==> src/rtl/imucfg_map.svh <==
// Register indices, field positions, reset values and timing constants
`ifndef IMUCFG_MAP_SVH
`define IMUCFG_MAP_SVH

// Register indices; the byte address is four times the index
`define IMUCFG_IDX_FLAT_ANGLE   10'h067
`define IMUCFG_IDX_FLAT_HOLD    10'h068
`define IMUCFG_IDX_FOC_SETUP    10'h069
`define IMUCFG_IDX_NVM_CTRL     10'h06a
`define IMUCFG_IDX_PORT_SETUP   10'h06b
`define IMUCFG_IDX_IRQ_STATUS   10'h060
`define IMUCFG_IDX_IRQ_MASK     10'h061
`define IMUCFG_IDX_PORT_OPTION  10'h062

// Reset values
`define IMUCFG_RST_FLAT_ANGLE   8'h08
`define IMUCFG_RST_FLAT_HOLD    8'h11
`define IMUCFG_RST_FOC_SETUP    8'h00
`define IMUCFG_RST_NVM_CTRL     8'h00
`define IMUCFG_RST_PORT_SETUP   8'h00
`define IMUCFG_RST_IRQ          4'h0

// Field positions
`define IMUCFG_ANGLE_MSB        5
`define IMUCFG_HYST_MSB         2
`define IMUCFG_HOLD_LSB         4
`define IMUCFG_HOLD_MSB         5
`define IMUCFG_FOC_GYR_BIT      6
`define IMUCFG_FOC_X_LSB        4
`define IMUCFG_FOC_Y_LSB        2
`define IMUCFG_FOC_Z_LSB        0
`define IMUCFG_NVM_EN_BIT       1
`define IMUCFG_THREE_WIRE_BIT   0
`define IMUCFG_MODE_LSB         4
`define IMUCFG_MODE_MSB         5
`define IMUCFG_SPI_ONLY_BIT     0

// Interrupt status bits
`define IMUCFG_EV_FLAT          0
`define IMUCFG_EV_NVM_DONE      1
`define IMUCFG_EV_NVM_BLOCK     2
`define IMUCFG_EV_BAD_MODE      3
`define IMUCFG_EV_W             4

// Timing
`define IMUCFG_CLK_PERIOD_NS    10
`define IMUCFG_MS_NS            1000000
`define IMUCFG_HOLD1_MS         12'd640
`define IMUCFG_HOLD2_MS         12'd1280
`define IMUCFG_HOLD3_MS         12'd2560

`endif

==> src/rtl/imucfg_pkg.sv <==
// Types shared by the configuration bank and the flat hold timer
package imucfg_pkg;

    typedef enum logic [1:0] {
        IMUCFG_FOC_OFF,
        IMUCFG_FOC_PLUS_1G,
        IMUCFG_FOC_MINUS_1G,
        IMUCFG_FOC_ZERO_G
    } imucfg_foc_target_t;

    typedef enum logic [1:0] {
        IMUCFG_SEC_OFF,
        IMUCFG_SEC_OPTICAL,
        IMUCFG_SEC_MAGNETOMETER
    } imucfg_secondary_t;

    typedef enum logic [3:0] {
        IMUCFG_SEL_NONE,
        IMUCFG_SEL_FLAT_ANGLE,
        IMUCFG_SEL_FLAT_HOLD,
        IMUCFG_SEL_FOC_SETUP,
        IMUCFG_SEL_NVM_CTRL,
        IMUCFG_SEL_PORT_SETUP,
        IMUCFG_SEL_IRQ_STATUS,
        IMUCFG_SEL_IRQ_MASK,
        IMUCFG_SEL_PORT_OPTION
    } imucfg_reg_sel_t;

    typedef struct packed {
        logic [5:0] angle;
        logic [1:0] hold;
        logic [2:0] hysteresis;
    } imucfg_flat_cfg_t;

    typedef struct packed {
        logic               gyro_en;
        imucfg_foc_target_t acc_x;
        imucfg_foc_target_t acc_y;
        imucfg_foc_target_t acc_z;
    } imucfg_foc_cfg_t;

    typedef struct packed {
        logic              three_wire_select;
        logic              primary_auto;
        logic              primary_i2c_only;
        logic              i2c_disabled;
        imucfg_secondary_t secondary;
    } imucfg_if_cfg_t;

endpackage

==> src/rtl/imucfg_regs.sv <==
// Configuration bank: flat interrupt, offset compensation, NVM enable, serial port setup
//
// Local design decision: register access over APB.
`timescale 1ns/1ps
`default_nettype none
`include "imucfg_map.svh"

module imucfg_regs
    import imucfg_pkg::*;
#(
    parameter int MS_CYCLES = `IMUCFG_MS_NS / `IMUCFG_CLK_PERIOD_NS
) (
    input  wire logic        sys_clk_i,
    input  wire logic        resetn_i,
    input  wire logic        psel_i,
    input  wire logic        penable_i,
    input  wire logic        pwrite_i,
    input  wire logic [11:0] paddr_i,
    input  wire logic [31:0] pwdata_i,
    input  wire logic [3:0]  pstrb_i,
    output logic             pready_o,
    output logic [31:0]      prdata_o,
    output logic             pslverr_o,
    input  wire logic        flat_detect_i,
    input  wire logic        nvm_prog_req_i,
    output logic             flat_state_o,
    output logic             nvm_prog_go_o,
    output imucfg_flat_cfg_t flat_cfg_o,
    output imucfg_foc_cfg_t  foc_cfg_o,
    output imucfg_if_cfg_t   if_cfg_o,
    output logic             irq_o
);

    typedef struct packed {
        logic [5:0]               angle;
        logic [1:0]               hold;
        logic [2:0]               hyst;
        logic                     foc_gyr;
        logic [1:0]               foc_x;
        logic [1:0]               foc_y;
        logic [1:0]               foc_z;
        logic                     nvm_en;
        logic [1:0]               mode;
        logic                     three_wire;
        logic                     spi_only;
        logic [`IMUCFG_EV_W-1:0]  status;
        logic [`IMUCFG_EV_W-1:0]  mask;
        logic [31:0]              rdata;
        logic                     nvm_go;
    } imucfg_state_t;

    imucfg_state_t           st_reg;
    imucfg_state_t           st_next;
    imucfg_reg_sel_t         sel;
    logic                    setup_rd;
    logic                    access;
    logic                    wr_lane0;
    logic [7:0]              wbyte;
    logic [`IMUCFG_EV_W-1:0] events;
    logic                    flat_event;
    logic                    bad_mode_wr;

    // Shared by read capture and write decode; unaligned addresses map nowhere
    function automatic imucfg_reg_sel_t decode_addr(input logic [11:0] addr);
        logic [9:0] idx;
        idx = addr[11:2];
        if (addr[1:0] != 2'b00) begin
            return IMUCFG_SEL_NONE;
        end else if (idx == `IMUCFG_IDX_FLAT_ANGLE) begin
            return IMUCFG_SEL_FLAT_ANGLE;
        end else if (idx == `IMUCFG_IDX_FLAT_HOLD) begin
            return IMUCFG_SEL_FLAT_HOLD;
        end else if (idx == `IMUCFG_IDX_FOC_SETUP) begin
            return IMUCFG_SEL_FOC_SETUP;
        end else if (idx == `IMUCFG_IDX_NVM_CTRL) begin
            return IMUCFG_SEL_NVM_CTRL;
        end else if (idx == `IMUCFG_IDX_PORT_SETUP) begin
            return IMUCFG_SEL_PORT_SETUP;
        end else if (idx == `IMUCFG_IDX_IRQ_STATUS) begin
            return IMUCFG_SEL_IRQ_STATUS;
        end else if (idx == `IMUCFG_IDX_IRQ_MASK) begin
            return IMUCFG_SEL_IRQ_MASK;
        end else if (idx == `IMUCFG_IDX_PORT_OPTION) begin
            return IMUCFG_SEL_PORT_OPTION;
        end else begin
            return IMUCFG_SEL_NONE;
        end
    endfunction

    assign sel      = decode_addr(paddr_i);
    assign setup_rd = psel_i && !penable_i && !pwrite_i;
    assign access   = psel_i && penable_i;
    assign wr_lane0 = access && pwrite_i && pstrb_i[0];
    assign wbyte    = pwdata_i[7:0];

    // Zero-wait slave: read data is captured in the setup cycle
    assign pready_o  = access;
    assign pslverr_o = access && (sel == IMUCFG_SEL_NONE);
    assign prdata_o  = st_reg.rdata;

    imucfg_flat_hold #(
        .MS_CYCLES (MS_CYCLES)
    ) u_flat_hold (
        .sys_clk_i    (sys_clk_i),
        .resetn_i     (resetn_i),
        .flat_i       (flat_detect_i),
        .hold_code_i  (st_reg.hold),
        .flat_o       (flat_state_o),
        .flat_event_o (flat_event)
    );

    // Mode 11 is undefined; flag it so software can see the misuse
    assign bad_mode_wr = wr_lane0 && (sel == IMUCFG_SEL_PORT_SETUP)
                         && (wbyte[`IMUCFG_MODE_MSB:`IMUCFG_MODE_LSB] == 2'b11);

    always_comb begin
        events                         = '0;
        events[`IMUCFG_EV_FLAT]        = flat_event;
        events[`IMUCFG_EV_NVM_DONE]    = nvm_prog_req_i && st_reg.nvm_en;
        events[`IMUCFG_EV_NVM_BLOCK]   = nvm_prog_req_i && !st_reg.nvm_en;
        events[`IMUCFG_EV_BAD_MODE]    = bad_mode_wr;
    end

    always_comb begin
        st_next        = st_reg;
        st_next.nvm_go = nvm_prog_req_i && st_reg.nvm_en;

        if (setup_rd) begin
            st_next.rdata = 32'h0000_0000;
            case (sel)
                IMUCFG_SEL_FLAT_ANGLE: begin
                    st_next.rdata[`IMUCFG_ANGLE_MSB:0] = st_reg.angle;
                end
                IMUCFG_SEL_FLAT_HOLD: begin
                    st_next.rdata[`IMUCFG_HOLD_MSB:`IMUCFG_HOLD_LSB] = st_reg.hold;
                    st_next.rdata[`IMUCFG_HYST_MSB:0]                = st_reg.hyst;
                end
                IMUCFG_SEL_FOC_SETUP: begin
                    st_next.rdata[`IMUCFG_FOC_GYR_BIT]                     = st_reg.foc_gyr;
                    st_next.rdata[`IMUCFG_FOC_X_LSB+1:`IMUCFG_FOC_X_LSB] = st_reg.foc_x;
                    st_next.rdata[`IMUCFG_FOC_Y_LSB+1:`IMUCFG_FOC_Y_LSB] = st_reg.foc_y;
                    st_next.rdata[`IMUCFG_FOC_Z_LSB+1:`IMUCFG_FOC_Z_LSB] = st_reg.foc_z;
                end
                IMUCFG_SEL_NVM_CTRL: begin
                    st_next.rdata[`IMUCFG_NVM_EN_BIT] = st_reg.nvm_en;
                end
                IMUCFG_SEL_PORT_SETUP: begin
                    st_next.rdata[`IMUCFG_MODE_MSB:`IMUCFG_MODE_LSB] = st_reg.mode;
                    st_next.rdata[`IMUCFG_THREE_WIRE_BIT]            = st_reg.three_wire;
                end
                IMUCFG_SEL_IRQ_STATUS: begin
                    st_next.rdata[`IMUCFG_EV_W-1:0] = st_reg.status;
                end
                IMUCFG_SEL_IRQ_MASK: begin
                    st_next.rdata[`IMUCFG_EV_W-1:0] = st_reg.mask;
                end
                IMUCFG_SEL_PORT_OPTION: begin
                    st_next.rdata[`IMUCFG_SPI_ONLY_BIT] = st_reg.spi_only;
                end
                default: begin
                    st_next.rdata = 32'h0000_0000;
                end
            endcase
        end

        // Reserved bits are not stored, so they always read back as zero
        if (wr_lane0) begin
            case (sel)
                IMUCFG_SEL_FLAT_ANGLE: begin
                    st_next.angle = wbyte[`IMUCFG_ANGLE_MSB:0];
                end
                IMUCFG_SEL_FLAT_HOLD: begin
                    st_next.hold = wbyte[`IMUCFG_HOLD_MSB:`IMUCFG_HOLD_LSB];
                    st_next.hyst = wbyte[`IMUCFG_HYST_MSB:0];
                end
                IMUCFG_SEL_FOC_SETUP: begin
                    st_next.foc_gyr = wbyte[`IMUCFG_FOC_GYR_BIT];
                    st_next.foc_x   = wbyte[`IMUCFG_FOC_X_LSB+1:`IMUCFG_FOC_X_LSB];
                    st_next.foc_y   = wbyte[`IMUCFG_FOC_Y_LSB+1:`IMUCFG_FOC_Y_LSB];
                    st_next.foc_z   = wbyte[`IMUCFG_FOC_Z_LSB+1:`IMUCFG_FOC_Z_LSB];
                end
                IMUCFG_SEL_NVM_CTRL: begin
                    st_next.nvm_en = wbyte[`IMUCFG_NVM_EN_BIT];
                end
                IMUCFG_SEL_PORT_SETUP: begin
                    st_next.mode       = wbyte[`IMUCFG_MODE_MSB:`IMUCFG_MODE_LSB];
                    st_next.three_wire = wbyte[`IMUCFG_THREE_WIRE_BIT];
                end
                IMUCFG_SEL_IRQ_MASK: begin
                    st_next.mask = wbyte[`IMUCFG_EV_W-1:0];
                end
                IMUCFG_SEL_PORT_OPTION: begin
                    st_next.spi_only = wbyte[`IMUCFG_SPI_ONLY_BIT];
                end
                default: begin
                end
            endcase
        end

        // Clear only the bits the setup cycle captured for the reader; an event
        // that lands during the setup or access cycle stays pending
        if (access && !pwrite_i && (sel == IMUCFG_SEL_IRQ_STATUS)) begin
            st_next.status = (st_reg.status & ~st_reg.rdata[`IMUCFG_EV_W-1:0]) | events;
        end else begin
            st_next.status = st_reg.status | events;
        end
    end

    always_ff @(posedge sys_clk_i or negedge resetn_i) begin
        if (!resetn_i) begin
            // Reset images other than the 4-bit IRQ one are whole bytes; each field keeps only its own slice
            st_reg            <= '0;
            st_reg.angle      <= 6'(`IMUCFG_RST_FLAT_ANGLE);
            st_reg.hold       <= 2'(`IMUCFG_RST_FLAT_HOLD >> `IMUCFG_HOLD_LSB);
            st_reg.hyst       <= 3'(`IMUCFG_RST_FLAT_HOLD);
            st_reg.foc_gyr    <= 1'(`IMUCFG_RST_FOC_SETUP >> `IMUCFG_FOC_GYR_BIT);
            st_reg.foc_x      <= 2'(`IMUCFG_RST_FOC_SETUP >> `IMUCFG_FOC_X_LSB);
            st_reg.foc_y      <= 2'(`IMUCFG_RST_FOC_SETUP >> `IMUCFG_FOC_Y_LSB);
            st_reg.foc_z      <= 2'(`IMUCFG_RST_FOC_SETUP >> `IMUCFG_FOC_Z_LSB);
            st_reg.nvm_en     <= 1'(`IMUCFG_RST_NVM_CTRL >> `IMUCFG_NVM_EN_BIT);
            st_reg.mode       <= 2'(`IMUCFG_RST_PORT_SETUP >> `IMUCFG_MODE_LSB);
            st_reg.three_wire <= 1'(`IMUCFG_RST_PORT_SETUP);
            st_reg.status     <= `IMUCFG_RST_IRQ;
            st_reg.mask       <= `IMUCFG_RST_IRQ;
        end else begin
            st_reg <= st_next;
        end
    end

    assign nvm_prog_go_o = st_reg.nvm_go;
    assign irq_o         = |(st_reg.status & st_reg.mask);

    always_comb begin
        flat_cfg_o.angle      = st_reg.angle;
        flat_cfg_o.hold       = st_reg.hold;
        flat_cfg_o.hysteresis = st_reg.hyst;
        foc_cfg_o.gyro_en     = st_reg.foc_gyr;
        foc_cfg_o.acc_x       = imucfg_foc_target_t'(st_reg.foc_x);
        foc_cfg_o.acc_y       = imucfg_foc_target_t'(st_reg.foc_y);
        foc_cfg_o.acc_z       = imucfg_foc_target_t'(st_reg.foc_z);
    end

    // Undefined mode 11 falls back to the safe reset behaviour of mode 00
    always_comb begin
        if_cfg_o.three_wire_select = st_reg.three_wire;
        if_cfg_o.primary_auto      = 1'b1;
        if_cfg_o.primary_i2c_only  = 1'b0;
        if_cfg_o.secondary         = IMUCFG_SEC_OFF;
        case (st_reg.mode)
            2'b00: begin
                if_cfg_o.secondary = IMUCFG_SEC_OFF;
            end
            2'b01: begin
                if_cfg_o.primary_auto     = 1'b0;
                if_cfg_o.primary_i2c_only = 1'b1;
                if_cfg_o.secondary        = IMUCFG_SEC_OPTICAL;
            end
            2'b10: begin
                if_cfg_o.secondary = IMUCFG_SEC_MAGNETOMETER;
            end
            default: begin
                if_cfg_o.secondary = IMUCFG_SEC_OFF;
            end
        endcase
        if_cfg_o.i2c_disabled = st_reg.spi_only && if_cfg_o.primary_auto;
    end

endmodule
`default_nettype wire

==> src/rtl/imucfg_flat_hold.sv <==
// Flat hold timer: flags the flat state once it has stayed unchanged for the hold time
`timescale 1ns/1ps
`default_nettype none
`include "imucfg_map.svh"

module imucfg_flat_hold
    import imucfg_pkg::*;
#(
    parameter int MS_CYCLES = `IMUCFG_MS_NS / `IMUCFG_CLK_PERIOD_NS
) (
    input  wire logic       sys_clk_i,
    input  wire logic       resetn_i,
    input  wire logic       flat_i,
    input  wire logic [1:0] hold_code_i,
    output logic            flat_o,
    output logic            flat_event_o
);

    typedef struct packed {
        logic        prev;
        logic        armed;
        logic [31:0] div;
        logic [11:0] ms;
        logic        flat;
        logic        event_p;
    } imucfg_hold_state_t;

    imucfg_hold_state_t st_reg;
    imucfg_hold_state_t st_next;
    logic [11:0]        target;

    always_comb begin
        case (hold_code_i)
            2'b01:   target = `IMUCFG_HOLD1_MS;
            2'b10:   target = `IMUCFG_HOLD2_MS;
            2'b11:   target = `IMUCFG_HOLD3_MS;
            default: target = 12'h000;
        endcase
    end

    always_comb begin
        st_next         = st_reg;
        st_next.event_p = 1'b0;
        st_next.prev    = flat_i;
        if (flat_i != st_reg.prev) begin
            // Any change of the flat value restarts the stability window
            st_next.armed = 1'b1;
            st_next.div   = 32'h0000_0000;
            st_next.ms    = 12'h000;
        end else if (st_reg.armed) begin
            if (st_reg.ms >= target) begin
                st_next.armed   = 1'b0;
                st_next.flat    = st_reg.prev;
                st_next.event_p = 1'b1;
            end else if (st_reg.div == 32'(MS_CYCLES - 1)) begin
                st_next.div = 32'h0000_0000;
                st_next.ms  = st_reg.ms + 12'h001;
            end else begin
                st_next.div = st_reg.div + 32'h0000_0001;
            end
        end
    end

    always_ff @(posedge sys_clk_i or negedge resetn_i) begin
        if (!resetn_i) begin
            st_reg <= '0;
        end else begin
            st_reg <= st_next;
        end
    end

    assign flat_o       = st_reg.flat;
    assign flat_event_o = st_reg.event_p;

endmodule
`default_nettype wire

==> config.mk <==
export PLATFORM = sky130hd
export DESIGN_NAME = imucfg_regs
export DESIGN_NICKNAME = d
export VERILOG_FILES = /design/src/rtl/imucfg_pkg.sv /design/src/rtl/imucfg_regs.sv /design/src/rtl/imucfg_flat_hold.sv
export VERILOG_INCLUDE_DIRS = /design/src /design/src/rtl
export SDC_FILE = /design/constraint.sdc
export NUM_CORES = 1
export LEC_CHECK = 0
export ABC_CLOCK_PERIOD_IN_PS = 3600
export BUFFER_PORTS_ARGS = -buffer_cell sky130_fd_sc_hd__buf_2
export CAP_MARGIN = 10
export CORE_ASPECT_RATIO = 1.1
export CORE_MARGIN = 2
export CORE_UTILIZATION = 55
export DETAILED_ROUTE_END_ITERATION = 12
export PLACE_DENSITY = 0.81
export SYNTH_ARGS = -nofsm -noshare
export SYNTH_HDL_FRONTEND = slang
export SYNTH_SLANG_ARGS = --single-unit
export TNS_END_PERCENT = 30
==> constraint.sdc <==
create_clock -name sys_clk_i -period 3.6 [get_ports sys_clk_i]
set_input_delay 0.36 -clock sys_clk_i [delete_from_list [all_inputs] [get_ports sys_clk_i]]
set_output_delay 0.36 -clock sys_clk_i [all_outputs]
set_load 0.01 [all_outputs]
# Word-level counts from Yosys, hierarchy flattened
# Cells that the tools add are included.
[totals]
reg_bits = 87
out_inout_bits = 61
elab_cells = 113
[classes]
add_sub_neg = 2
n_lt_le_gt_ge = 1
n_eq_ne = 25
n_mux = 27
n_bitwise = 6
reduce_logical = 31
[ops]
columns = ["operator", "n"]
rows = [
  ["10-bit by 7-bit == test with 1-bit output, second input constant", 8],
  ["47-bit 2-to-1 mux", 1],
  ["45-bit 2-to-1 mux", 1],
  ["44-bit 2-to-1 mux", 1],
  ["4-bit 2-to-1 mux", 10],
  ["12-bit one-hot mux with 3 select lines", 1],
  ["32-bit by 1-bit adder with 32-bit output, second input constant", 1],
  ["32-bit by 17-bit == test with 1-bit output, second input constant", 1],
  ["32-bit 2-to-1 mux", 1],
  ["4-bit by 3-bit == test with 1-bit output, second input constant", 4],
  ["2-bit AND reduction", 8],
  ["1-bit logical AND", 13],
  ["12-bit by 1-bit adder with 12-bit output, second input constant", 1],
  ["12-bit >= comparator", 1],
  ["12-bit 2-to-1 mux", 1],
  ["4-bit bitwise AND", 2],
  ["2-bit == test, second input constant", 4],
  ["4-bit by 2-bit == test with 1-bit output, second input constant", 2],
  ["4-bit bitwise OR", 2],
  ["2-bit one-hot mux with 4 select lines", 1],
  ["1-bit one-hot mux with 7 select lines", 1],
  ["1-bit one-hot mux with 6 select lines", 1],
  ["3-bit AND reduction", 2],
  ["2-bit nonzero test", 3],
  ["15 further kinds", 21],
]

# Longest topological paths before layout
[depth]
word_depth = 15
ltp_mapped = 10

# Cells and area by module
# A second synthesis with hierarchy kept.
[hier_totals]
hier_cells = 595
hier_area_um2 = 5467.7
[modules_own_cells]
columns = ["module", "n_inst", "cells_each", "area_per_inst_um2"]
rows = [
  ["imucfg_flat_hold", 1, 368, 3064.2],
  ["imucfg_regs", 1, 227, 2403.6],
]

# Worst setup path after synthesis
# Ideal clock, no wire load.
[synth_timing]
kind = "reg-to-reg"
start = "register st_reg, in the netlist flat_cfg_o[3]"
end = "register u_flat_hold.st_reg[11] (netlist bit)"
arrival_time_ns = 2.584
required_ns = 3.505
path_slack_ns = 0.921
stages_incl_launch_ff = 11
cell_sequence = "dfstp_2 inv_1 nand2_1 ha_1 nor4bb_1 a221o_1 a41o_1 buf_6 or4_4 buf_6 o31ai_1"
[synth_between]
elab_chain_len = 5
word_cells_on_any_way = 7
[synth_rtl]
columns = ["item", "line_no", "rtl"]
rows = [
  ["from (decl)", "imucfg_regs.sv:52", "imucfg_state_t st_reg;"],
  ["from (signal assigned)", "imucfg_regs.sv:226", "st_reg <= st_next;"],
  ["2-bit == test or 2-bit by 1-bit == test with 1-bit output (tied branches)", "imucfg_flat_hold.sv:33", "case (hold_code_i)"],
  ["12-bit one-hot mux with 3 select lines *", "imucfg_flat_hold.sv:33", ""],
  ["12-bit >= comparator *", "imucfg_flat_hold.sv:51", "if (st_reg.ms >= target) begin"],
  ["2-bit by 1-bit != test with 1-bit output (no source line) *", "-", ""],
  ["3-bit AND reduction (no source line) *", "-", ""],
  ["to (signal assigned)", "imucfg_flat_hold.sv:68", "st_reg <= st_next;"],
  ["to (decl)", "imucfg_flat_hold.sv:28", "imucfg_hold_state_t st_reg;"],
]
# Mark *: on every way between the ends. The rest lies on a longest branch, timed or not.
# A chain may end at the register's enable or synchronous reset.

# Worst setup path after layout
[layout_timing]
start = "register st_reg, in the netlist flat_cfg_o[3]"
end = "register u_flat_hold.st_reg[7] (netlist bit)"
# Same word-level chain as after synthesis.

==> results.md <==
- The worst hold path endpoint is u_flat_hold.st_reg[47].
- For this run, the leading register cell type out of synthesis is dfrtp_1.
- Buffers inserted to repair hold after CTS numbered 0.
- At the end of the flow, the number of nets in the layout was 631.
- The die is 106 µm tall.
- The routed wire length per instance is 16.7 µm.
- Port buffering added 62 buffers.
- The finished layout holds 690 standard cells, fillers aside.
- Summing the sequential cell areas from Yosys gives 42.0% of the chip area.
- The peak ir drop on the vdd network is 0.221 mV.
- The first-pass GRT wire length is 18,800 µm.
- In this run the remaining antenna-violating nets after routing total 0.
- The average instance in the mapped netlist occupies 9.56 µm².
- Summed over all nets, the half-perimeter wirelength after detailed placement is 8230 µm.
- The sequential cell area in the final layout is 2180 µm².
- The total overflow left after global routing is 0.
- The multi-input gate area in the final layout is 2540 µm².
- The maximum clock frequency is 326 MHz.
- The number of clock buffers inserted by TritonCTS is 9.
- The run finished with clean final reports.
- The repair_antennas step left the layout with diodes totalling 0.
- The number of global-route vias before repair is 3,982.
- The clock insertion delay at the later pin of the skew report is 0.36 ns.
- In this run the horizontal extent of the chip is 96.6 µm.
- The count of yosys warnings during synthesis is 0.
- Setup repair after global routing left no endpoint under its margin.
- The hold violation total from the final report is 0.
- The starting utilization of the core area is 56.1%.
- The number of maximum-capacitance violations is 0.
- Data arrives at the worst endpoint at 3.33 ns.
- The time the worst path needs with I/O delays and setup is 3.07 ns.
- The placed instances occupy a cell area of 5280 µm².
- The number of top-level pins is 116.
- The maximum number of buffers from clock root to sink is 2.
- The H-tree was split into 3 levels.
- The final max-slew violation count is 0.
- The critical setup path kind is register to register.
- For the worst setup path, the data required time is 3.86 ns.
- Counting tap cells, the placed design contains a total of 674 instances.
- Clock tree synthesis selected as its root buffer the cell clkbuf_8.
- Setup violations remaining at the end of the flow were counted as 0.
- The post-detailed-route via-to-cell ratio is 6.18.
- The number of flip-flops under the largest register name is 46.
- The number of cells on the worst reg-to-reg path is 8.
- The routed layout has 4,267 vias.
- Synthesis inferred 87 register bits.
- After routing the design area is 5510 µm².
- The post-route DRC violation count is 0.
- For flop-to-flop paths, the worst setup slack is 0.53 ns.
- The slew of the pin with the lowest slew margin is 1.09 ns.
- The number of flops mapped to enable cells by yosys is 0.
- The number of antenna violations at the first check in global routing is 0.
- In the final timing run, aggregate negative setup slack is 0 ns.
- The die outline area is 10,200 µm².
- The library cell used most frequently in the layout, excluding fill and tap cells, is dfrtp_1.
- The clock tree from TritonCTS is built.
- Wires add up to 11,500 µm.
- Power spread over the standard cell area amounts to 348 nW/µm².
- The startpoint identified for the worst register-to-register timing path is flat_cfg_o[3].
- The pin count of the biggest net entering global routing is 88.
- The layout has 788 filler cells.
- The tree built by TritonCTS fans out to 87 sinks.
- The number of cell rows is 37.
- The capture instance of the worst register-to-register path is u_flat_hold.st_reg[7].
- STA classifies the critical path endpoint as a register.
- The highest net fanout along the worst path is 19.
- The count of different cell masters after synthesis is 55.
- The worst setup path is launched from a register.
- In this run the post-CTS setup repair buffer count came out at 0.
- The fraction of the cycle the final worst path needs is 85.3%.
- Summing every instance area after synthesis gives 5190 µm².
- At the end of routability-driven placement, the weighted congestion stood at 0.891.
- The start point of the worst min-delay path is flat_detect_i.
- The number of DRC markers after the initial detailed-route iteration is 312.
- Cells with a size suffix above 1 make up 22.3% of the layout.
- Once the clock tree was built, the resizer swapped 0 gates to a different size.
- The worst max-slew margin expressed relative to the limit is 27.6%.
- The class of the worst hold path is input port to register.
- Compared with the post-synthesis result, the final layout area differs by 6.14%.
- In the synthesized netlist the async set-or-reset flop fraction comes to 100%.
- For this run, the detailed router's first-pass iteration total came to 5.
- Along the worst hold path, the cell count comes to 1.
- The leakage power is 0.00243 µW.
- The library cells used most frequently in the layout, excluding fill and tap cells, are dfrtp_1 (84), buf_2 (61), a21oi_1 (38), nand2_1 (37), mux2_2 (33).
- The post-synthesis cell count is 543.
- In the global route stage, overall resource usage came out at 22.2%.
- The total power after layout is 1920 µW.
- The core region is 9260 µm².
- Between clock sinks in the finished design, the worst skew comes to 0.0126 ns.
- Clock-pin slew was measured on the worst setup and hold paths at 0.09 ns.
==> area by class of cell <==
type | instances | share of cell area, %
timing repair buffer | 67 | 6.36
multi-input combinational | 386 | 46.1
sequential | 87 | 39.6
tap | 117 | 2.66
clock inverter | 7 | 1.91
inverter | 17 | 1.16
clock buffer | 9 | 2.25
==> cell usage after synthesis, types with 8 or more instances <==
cell type / instances / share of area [%]
a21oi_1: 38 / 3.7
and2_1: 13 / 1.6
and3_1: 8 / 0.96
buf_4: 52 / 7.5
clkbuf_1: 22 / 1.6
dfrtp_1: 84 / 40
ha_1: 8 / 1.9
inv_1: 17 / 1.2
mux2_2: 33 / 7.2
nand2_1: 37 / 2.7
nand3_1: 26 / 2.5
nand4_1: 17 / 2.0
nor2_1: 11 / 0.80
nor3_1: 9 / 0.87
o21ai_0: 23 / 2.2
o31ai_1: 30 / 4.3
or3_1: 16 / 1.9
or4_1: 19 / 2.7
==> power breakdown <==
group | internal (µW) | leakage (µW) | switching [µW]
clock network | 400 | 0.000112 | 375
registers | 986 | 0.00119 | 7.50
logic | 40.5 | 0.00113 | 108
total | 1430 | 0.00243 | 490
==> worst max-delay path, stage by stage (launching register included) <==
cell and delay [ns]:
dfstp_2 0.56, inv_1 0.08, nand2_1 0.12, ha_1 0.26, nor4bb_1 0.14, a221o_1 0.38, a41o_1 0.49, or4_4 0.69
o31ai_1 0.26
==> cell families (layout without fill, tap and decap cells) <==
kind of cell	count (synthesis)	count (layout)	share of synthesized area (%)
fa+ha+maj	8	8	1.93
flops	87	87	42.0
buf+inv	94	100	10.9
simple gates	194	194	22.0
mux	37	37	7.93
compound gates	119	119	14.7
xor+xnor	3	3	0.506
other cells	1	25	0.0722
==> per-layer routing <==
layer	wire (µm)	global-route usage [%]	up-vias	part of all wire (%)
met5	0	0	-	0
met2	5790	37.0	141	50
met1	4890	28.7	2109	43
met3	673	5.33	13	5.9
met4	146	6.94	0	1.3
li1	-	-	2004	-
==> how the worst max path moves through the flow <==
stage / startpoint / end / slack, ns / cells after the start
floorplan: flat_cfg_o[3] / u_flat_hold.st_reg[11] / 0.92 / 10
global placement: flat_cfg_o[3] / u_flat_hold.st_reg[11] / 0.70 / 8
finish: flat_cfg_o[3] / u_flat_hold.st_reg[7] / 0.53 / 8
CTS: flat_cfg_o[3] / u_flat_hold.st_reg[7] / 0.55 / 8
detailed placement: flat_cfg_o[3] / u_flat_hold.st_reg[7] / 0.62 / 8
global route: flat_cfg_o[3] / u_flat_hold.st_reg[7] / 0.44 / 8
==> metrics by stage <==
step	hold slack, ns	setup WS (ns)	util (%)
3_3_place_gp	0.430	0.700	57.1
6_report	0.160	0.530	59.5
2_1_floorplan	0.0644	0.921	-
3_5_place_dp	0.469	0.623	57.1
5_1_grt	0.150	0.436	59.5
4_1_cts	0.147	0.553	59.5
No activity file was read; power rests on OpenSTA's default activity.
